--- src/rtl/bsc_pkg.sv ---
// Constants and types shared by the instruction execute block
package bsc_pkg;

   // ------------------------------------------------------------
   // Instruction encodings
   // ------------------------------------------------------------
   localparam logic [3:0]  OP_SKIP_SET   = 4'h7;
   localparam logic [3:0]  OP_CALL       = 4'h9;
   localparam logic [6:0]  OP_CLR_FILE   = 7'h03;
   localparam logic [11:0] OP_CLR_ACC    = 12'h040;
   localparam logic [11:0] OP_NOP        = 12'h000;

   // ------------------------------------------------------------
   // Field positions
   // ------------------------------------------------------------
   localparam int OPC_HI       = 11;
   localparam int OPC_LO       = 8;
   localparam int BIT_SEL_HI   = 7;
   localparam int BIT_SEL_LO   = 5;
   localparam int FILE_HI      = 4;
   localparam int FILE_LO      = 0;
   localparam int CLR_OPC_LO   = 5;
   localparam int PAGE_HI      = 6;
   localparam int PAGE_LO      = 5;

   // ------------------------------------------------------------
   // Widths and reset values
   // ------------------------------------------------------------
   localparam int PC_W         = 11;
   localparam logic [10:0] PC_RESET   = 11'h000;
   localparam logic [7:0]  DATA_CLEAR = 8'h00;

   typedef enum logic [2:0] {
      BSC_OTHER,
      BSC_SKIP_SET,
      BSC_CALL,
      BSC_CLR_FILE,
      BSC_CLR_ACC
   } bsc_op_t;

endpackage

--- src/rtl/bsc_exec.sv ---
// Execute stage for bit-skip, call and clear instructions
`timescale 1ns/1ps

module bsc_exec
   import bsc_pkg::*;
(
   // Clock and reset
   input  wire logic        sys_clk,
   input  wire logic        rst_b,
   // Fetched instruction and core state, same clock
   input  wire logic [11:0] instr,
   input  wire logic        instr_valid,
   input  wire logic [7:0]  file_rd_data,
   input  wire logic [7:0]  status_in,
   // File register access
   output logic [4:0]       file_addr,
   output logic             file_wr,
   output logic [7:0]       file_wr_data,
   // Accumulator and zero flag updates
   output logic             acc_wr,
   output logic [7:0]       acc_wr_data,
   output logic             zero_set,
   // Program counter and stack
   output logic [10:0]      program_counter,
   output logic             stack_push,
   output logic [10:0]      stack_head,
   // Cycle flags
   output logic             flush,
   output logic             busy
);

   typedef struct packed {
      logic [1:0]  rst_sync;
      logic [4:0]  file_addr;
      logic        file_wr;
      logic        acc_wr;
      logic        zero_set;
      logic [10:0] pc;
      logic        push;
      logic [10:0] head;
      logic        flush;
      logic        busy;
      logic        kill;
      logic        hold;
   } bsc_state_t;

   bsc_state_t s_reg;
   bsc_state_t s_next;
   bsc_op_t    op;
   logic       rst_int_b;

   assign rst_int_b = s_reg.rst_sync[1];

   // ------------------------------------------------------------
   // Decode
   // ------------------------------------------------------------
   bsc_decode u_dec (
      .instr (instr),
      .op    (op)
   );

   // ------------------------------------------------------------
   // Next state
   // ------------------------------------------------------------
   always_comb begin
      s_next          = s_reg;
      s_next.rst_sync = {s_reg.rst_sync[0], 1'b1};
      s_next.file_wr  = 1'b0;
      s_next.acc_wr   = 1'b0;
      s_next.zero_set = 1'b0;
      s_next.push     = 1'b0;
      s_next.flush    = 1'b0;
      s_next.busy     = 1'b0;
      // Pending discard survives idle cycles, so a gap never lets the slot word run
      if (instr_valid) begin
         s_next.kill = 1'b0;
         s_next.hold = 1'b0;
         // Word after a taken skip or a call executes as a no-op
         if (s_reg.kill) begin
            // After a call the counter already names the target, so it stays put
            if (!s_reg.hold) begin
               s_next.pc = s_reg.pc + 11'd1;
            end
         end else begin
            s_next.pc = s_reg.pc + 11'd1;
            case (op)
               BSC_SKIP_SET: begin
                  s_next.file_addr = instr[FILE_HI:FILE_LO];
                  if (file_rd_data[instr[BIT_SEL_HI:BIT_SEL_LO]]) begin
                     s_next.kill  = 1'b1;
                     s_next.flush = 1'b1;
                     s_next.busy  = 1'b1;
                  end
               end
               BSC_CALL: begin
                  s_next.push = 1'b1;
                  s_next.head = s_reg.pc + 11'd1;
                  s_next.pc   = {status_in[PAGE_HI:PAGE_LO], 1'b0,
                                 instr[7:0]};
                  // Flags untouched; second cycle spent flushing prefetch
                  s_next.kill  = 1'b1;
                  s_next.flush = 1'b1;
                  s_next.busy  = 1'b1;
                  s_next.hold  = 1'b1;
               end
               BSC_CLR_FILE: begin
                  s_next.file_addr = instr[FILE_HI:FILE_LO];
                  s_next.file_wr   = 1'b1;
                  s_next.zero_set  = 1'b1;
               end
               BSC_CLR_ACC: begin
                  s_next.acc_wr   = 1'b1;
                  s_next.zero_set = 1'b1;
               end
               default: begin
               end
            endcase
         end
      end
   end

   // ------------------------------------------------------------
   // State register
   // ------------------------------------------------------------
   always_ff @(posedge sys_clk or negedge rst_b) begin
      if (!rst_b) begin
         s_reg <= '0;
      end else if (!rst_int_b) begin
         s_reg          <= '0;
         s_reg.rst_sync <= s_next.rst_sync;
         s_reg.pc       <= PC_RESET;
      end else begin
         s_reg <= s_next;
      end
   end

   assign file_addr       = s_reg.file_addr;
   assign file_wr         = s_reg.file_wr;
   assign file_wr_data    = DATA_CLEAR;
   assign acc_wr          = s_reg.acc_wr;
   assign acc_wr_data     = DATA_CLEAR;
   assign zero_set        = s_reg.zero_set;
   assign program_counter = s_reg.pc;
   assign stack_push      = s_reg.push;
   assign stack_head      = s_reg.head;
   assign flush           = s_reg.flush;
   assign busy            = s_reg.busy;
endmodule

--- src/rtl/bsc_decode.sv ---
// Combinational decoder for the four supported instruction words
`timescale 1ns/1ps
module bsc_decode
   import bsc_pkg::*;
(
   // Instruction word
   input  wire logic [11:0] instr,
   // Decoded class
   output bsc_op_t          op
);

   // ------------------------------------------------------------
   // Decode
   // ------------------------------------------------------------
   always_comb begin
      op = BSC_OTHER;
      if (instr[OPC_HI:OPC_LO] == OP_SKIP_SET) begin
         op = BSC_SKIP_SET;
      end else if (instr[OPC_HI:OPC_LO] == OP_CALL) begin
         op = BSC_CALL;
      end else if (instr[OPC_HI:CLR_OPC_LO] == OP_CLR_FILE) begin
         op = BSC_CLR_FILE;
      end else if (instr == OP_CLR_ACC) begin
         // Whole word compared: the 0000 group holds many control codes
         op = BSC_CLR_ACC;
      end
   end

endmodule

--- config.mk ---
export PLATFORM = sky130hd
export DESIGN_NAME = bsc_exec
export DESIGN_NICKNAME = d
export VERILOG_FILES = /design/src/rtl/bsc_pkg.sv /design/src/rtl/bsc_exec.sv /design/src/rtl/bsc_decode.sv
export SDC_FILE = /design/constraint.sdc
export NUM_CORES = 1
export LEC_CHECK = 0
export BUFFER_PORTS_ARGS = -buffer_cell sky130_fd_sc_hd__buf_2
export CAP_MARGIN = 20
export CORE_ASPECT_RATIO = 0.6
export CORE_MARGIN = 2
export CORE_UTILIZATION = 44
export CTS_CLUSTER_SIZE = 10
export DETAILED_ROUTE_END_ITERATION = 16
export PLACE_DENSITY = 0.77
export SYNTH_ARGS = -nofsm -noshare
export SYNTH_HDL_FRONTEND = slang
export SYNTH_SLANG_ARGS = --single-unit
--- constraint.sdc ---
create_clock -name sys_clk -period 2.7 [get_ports sys_clk]
set_input_delay 0.27 -clock sys_clk [delete_from_list [all_inputs] [get_ports sys_clk]]
set_output_delay 0.27 -clock sys_clk [all_outputs]
set_load 0.1 [all_outputs]
* Yosys cells after proc, flatten, opt, wreduce, memory -nomap -nowiden
Index checks and enable logic that the tools add are counted.
** Operators by class
- Add/sub/neg operators :: 1
- Magnitude comparators :: 1
- Eq/ne operators :: 13
- Muxes and demuxes :: 20
- Reduce and logical (&&, ||, !) cells :: 5
** Operator list (count)
- two-way mux 35 bit :: 2
- two-way mux 23 bit :: 1
- two-way mux 11 bit :: 2
- two-way mux 16 bit :: 1
- two-way mux 3 bit :: 5
- equality test 12 x 7 -> 1 bit, second input constant :: 1
- adder 11 x 1 -> 11 bit, second input constant :: 1
- two-way mux 8 bit :: 1
- equality test 7 x 2 -> 1 bit, second input constant :: 1
- equality test 3 x 2 -> 1 bit, second input constant :: 2
- inequality test 2 bit, second input constant :: 3
- case mux 3 bit (2 select lines) :: 1
- AND reduction 3 bit :: 2
- two-way mux 1 bit :: 5
- two-way mux 5 bit :: 1
- equality test 4 x 3 -> 1 bit, second input constant :: 1
- equality test 4 bit, second input constant :: 1
- < comparator 3 x 4 -> 1 bit, second input constant :: 1
- OR reduction 2 bit :: 2
- binary-select mux 1 bit (select 3 bit) :: 1
- equality test 3 x 1 -> 1 bit, second input constant :: 1
- equality test 3 bit, second input constant :: 1
- inequality test 3 bit, second input constant :: 1
- inequality test 2 x 1 -> 1 bit, second input constant :: 1
- AND reduction 2 bit :: 1
** Storage, ports and cells
- Register bits :: 37
- Input bits :: 31
- Output and inout bits :: 49
- Word-level logic and storage cells :: 52

* Longest topological paths before layout
- Word-level depth :: 11
- Gate-level depth with buffers :: 6
- Gate-level depth less buffers :: 5

* By module
From an unflattened synthesis, not the netlist that was laid out.
** Unflattened totals
- Cells, all modules :: 224
- Area total of the unflattened synthesis :: 2169.6 um2
** Modules (own cells, without submodules)
- bsc_exec :: instances 1, cells each 214, area each 2092.0 um2, sequential area each 900.9 um2
- bsc_decode :: instances 1, cells each 10, area each 77.6 um2, sequential area each 0.0 um2

* Worst setup path after synthesis
OpenSTA, ideal clock, no wires.
- Path type :: register -> register
- Start point :: reg s_reg (netlist bit program_counter[0])
- End point :: reg s_reg (netlist bit program_counter[10])
- Setup time :: 69 ps
- Arrival time :: 1679 ps
- Required time :: 2631 ps
- Path slack :: 952 ps
- Cell stages (with the launch flop) :: 6
- Path buffers :: 0
- Clock period less this slack :: 1748 ps
- Cells stage by stage :: dfrtp_1 ha_1 nand2_1 or4_4 or4_1 nand3_1
** On the way
- Word-level cells in the longest chain between the ends :: 5
- Elaborated cells between the ends (all ways) :: 6
- Classes of those cells :: add/sub: 1; mux: 5
** Ends and longest elaborated chain
- start, declared :: line bsc_exec.sv:47 : bsc_state_t s_reg;
- start signal, assigned :: line bsc_exec.sv:133 : s_reg <= s_next;
- adder 11 x 1 -> 11 bit * :: line bsc_exec.sv:82, bsc_exec.sv:85
- two-way mux 23 bit / two-way mux 11 bit (equally long branches) :: line bsc_exec.sv:86, bsc_exec.sv:81
- two-way mux 11 bit * :: line bsc_exec.sv:79 : if (s_reg.kill) begin
- two-way mux 35 bit * :: line bsc_exec.sv:75 : if (instr_valid) begin
- two-way mux 35 bit * :: line bsc_exec.sv:128 : end else if (!rst_int_b) begin
Every way passes the cells marked *; elsewhere a longest branch is shown, timed or not. The select of a mux whose other input is x is not followed.
A chain may end at the register's enable or synchronous reset.

* Worst setup path in the final report
- Start point :: reg s_reg[1] (netlist name)
- End point :: reg s_reg (netlist bit program_counter[3])
** On the way
- Word-level cells in the longest chain between the ends :: 3
- Elaborated cells between the ends (all ways) :: 5
- Classes of those cells :: eq/ne: 1; mux: 3; reduce/logical: 1
** Ends and longest elaborated chain (line)
- two-way mux 11 bit :: bsc_exec.sv:79
- two-way mux 35 bit :: bsc_exec.sv:75
- two-way mux 35 bit :: bsc_exec.sv:128
Several ways; a longest one is shown, not always the timed one. The select of a mux whose other input is x is not followed.

==> impl_metrics.yaml <==
floorplan:
  dieHeight_um: 58.5
  ios: 80
  die_area_sq_um: 5540
  chipWidth_um: 94.8
  initial_core_util: 0.467
  num_rows: 19
  core_area_sq_um: 4660
cts:
  worstSkewPairLatency_ps: 290
  cts_buffers: 5
  cts_buffer_depth: 2
  cts_root_buf: "clkbuf_8"
  cts_setup_buffers: 0
  cts_tree: "yes"
  ctsHtreeMaxLevel: 2
  cts-resized-gates: 0
  clkTransAtPathRegs_ps: 70
  hold_buffers: 0
  cts.sinks: 36
route:
  drt_iter0_markers: 171
  firstDrtPassIters: 4
  ant_nets: 0
  drc: 0
  via_count: 1771
  routed_via_density: 5.40
  route.detailed.wl_per_inst_um: 15.5
  drt-total-wl_mm: 5.09
sta:
  finalClockSkew_ps: 2.54
  maxSlewHeadroom: 0.457
  hold_viol: 0
  max_freq_ghz: 0.471
  hold_ws_ps: 70.9
  setup-tns-final_ps: 0
  period_share: 0.786
  rsz0062_at_grt: "no"
  fin_crit_ps: 2120
  worstMarginPinSlew_ps: 815
  setup_viol: 0
  slew_violations: 0
critical_path:
  rrSetupSlack_ps: 580
  reg2reg_to: "program_counter[3]"
  path_class: "flip-flop to flip-flop"
  reg2reg_from: "s_reg[1]"
  crit_fanout: 13
  worstPathArrival_ps: 2270
  reg2regPathDepth: 4
  critPathCaptureType: "flip-flop"
  cp-start-kind: "flip-flop"
  crit_required_ps: 2850
synth:
  yosysUniqueCellTypes: 44
  synth_top_cell_by_area: "dfrtp_1"
  syn_area_sq_um: 2180
  syn_avg_cell_area_sq_um: 9.34
  synth_top_area_share: 0.414
  synth.area.top_cells: "dfrtp_1, buf_4, o21ai_0"
  synth-seq-cells: 36
  netlist_instances: 233
  ys_seq_area_frac: 0.414
  synth_warnings: 0
layout:
  layout.cells.non_filler: 328
  diodes: 0
  drive_gt1_frac: 0.287
  area_growth_syn_to_layout_pct: 7.59
  nets: 297
grt:
  globalRoute.totalOverflow: 0
  grt_use_total: 0.202
  grt_pass1_wl_mm: 8.45
  grt_max_degree: 37
  grt_pass1_vias: 1641
  antenna_found_initial: 0
hold_path:
  hold_path_class: "input pin to asynchronous set/reset pin"
placed_design:
  io_buffers: 57
  place.gp.congestion: 0.843
  dp_cells: 321
  dpl.hpwl_mm: 3.82
power:
  power_density_nw_per_um2: 539
  leakagePower_nw: 1.15
  peakVddDrop_uv: 261
run_status:
  status: "completed"
job:
  max-cap-violations: 0
[per-layer routing]
metal / vias up / track usage / routed length [um]
met5: - / 0 / 0
met3: 6 / 0.0525 / 460
met1: 840 / 0.313 / 2450
met4: 0 / 0.0642 / 41
li1: 838 / - / -
met2: 87 / 0.274 / 2140
[synth_stat cells (all sizes together)]
cell type and n:
conb 2, mux4 2, o211a 1, nor4b 1
a311oi 1, o221a 1, ha 1, a22o 2
or3 4, a31oi 3, nor4 1, nand2 19
a32oi 2, nand3 15, nor2 11, o21ai 22
a21oi 16, a211oi 1, xor2 2, clkbuf 2
o221ai 4, or4b 2, dlymetal6s2s 1, dfrtp 36
o31ai 1, nand2b 4, inv 5, and2 1
o21a 1, xnor2 2, buf 47, nor3 6
mux2i 6, or4 4, nand3b 1, nand4 3
[how the worst max path moves through the flow]
stage / from / to / depth (start not counted)
global placement: s_reg[1] / program_counter[3] / 4
detailed placement: s_reg[1] / program_counter[6] / 4
CTS: s_reg[1] / program_counter[6] / 4
global route: s_reg[1] / program_counter[6] / 4
finish: s_reg[1] / program_counter[3] / 4
floorplan: program_counter[0] / program_counter[10] / 5
[final cells by class]
cell class / count / area [sq um]
clock buffer: 7 / 96.3
fill: 468 / 2320
inverter: 5 / 18.8
multi-input combinational: 157 / 940
sequential: 36 / 901
tap: 63 / 78.8
timing repair buffer: 60 / 308
[worst max-delay path: stages, from the launching register on]
cell and delay, ps:
dfrtp_1 460, nor4b_1 550, nand2_1 460, nand2_1 350, o221ai_1 160
[cells by family (layout without fill, tap and decap cells)]
family                   count (synthesis)  after routing  share of synthesized area
AO/OA/AOI/OAI                           55             55                      0.152
flip-flops                              36             36                      0.414
buffers and inverters                   55             72                      0.180
AND/OR/NAND/NOR                         72             72                      0.180
other                                    2             17                    0.00345
multiplexers                             8              8                     0.0483
adder cells (fa/ha/maj)                  1              1                    0.00575
XOR/XNOR                                 4              4                     0.0161
[report_power, final]
| part | switching, mW | total, mW | internal [mW] |
|---|---|---|---|
| clock | 0.190 | 0.418 | 0.227 |
| sequential | 0.0154 | 0.566 | 0.550 |
| combinational | 0.235 | 0.280 | 0.0450 |
| total | 0.441 | 1.26 | 0.822 |
[layout by cell type (no fill, tap or decap), types with 2 or more instances in the layout]
cell / count
a21oi_1: 16
xor2_1: 2
o221ai_1: 4
nand4_1: 3
nand3_1: 14
xnor2_1: 2
mux2i_1: 6
buf_2: 57
a22o_1: 2
clkbuf_8: 7
inv_1: 5
or3_2: 2
dfrtp_1: 36
nand2b_1: 4
conb_1: 17
buf_4: 3
a32oi_1: 2
or4_1: 3
a31oi_1: 3
nor3_1: 5
nor2_1: 11
mux4_2: 2
or3_1: 2
nand2_1: 19
o21ai_0: 21
[through the flow]
stage | instance area, sq um | total power [mW] | setup WS [ps] | utilization
floorplan | 2230 | 0.821 | 952 | -
global placement | 2250 | 0.852 | 662 | 0.482
detailed placement | 2250 | 0.855 | 600 | 0.482
CTS | 2340 | 1.27 | 562 | 0.503
global route | 2340 | 1.32 | 368 | 0.503
finish | 2340 | 1.26 | 578 | 0.503
(Power assumes the default switching activity.)
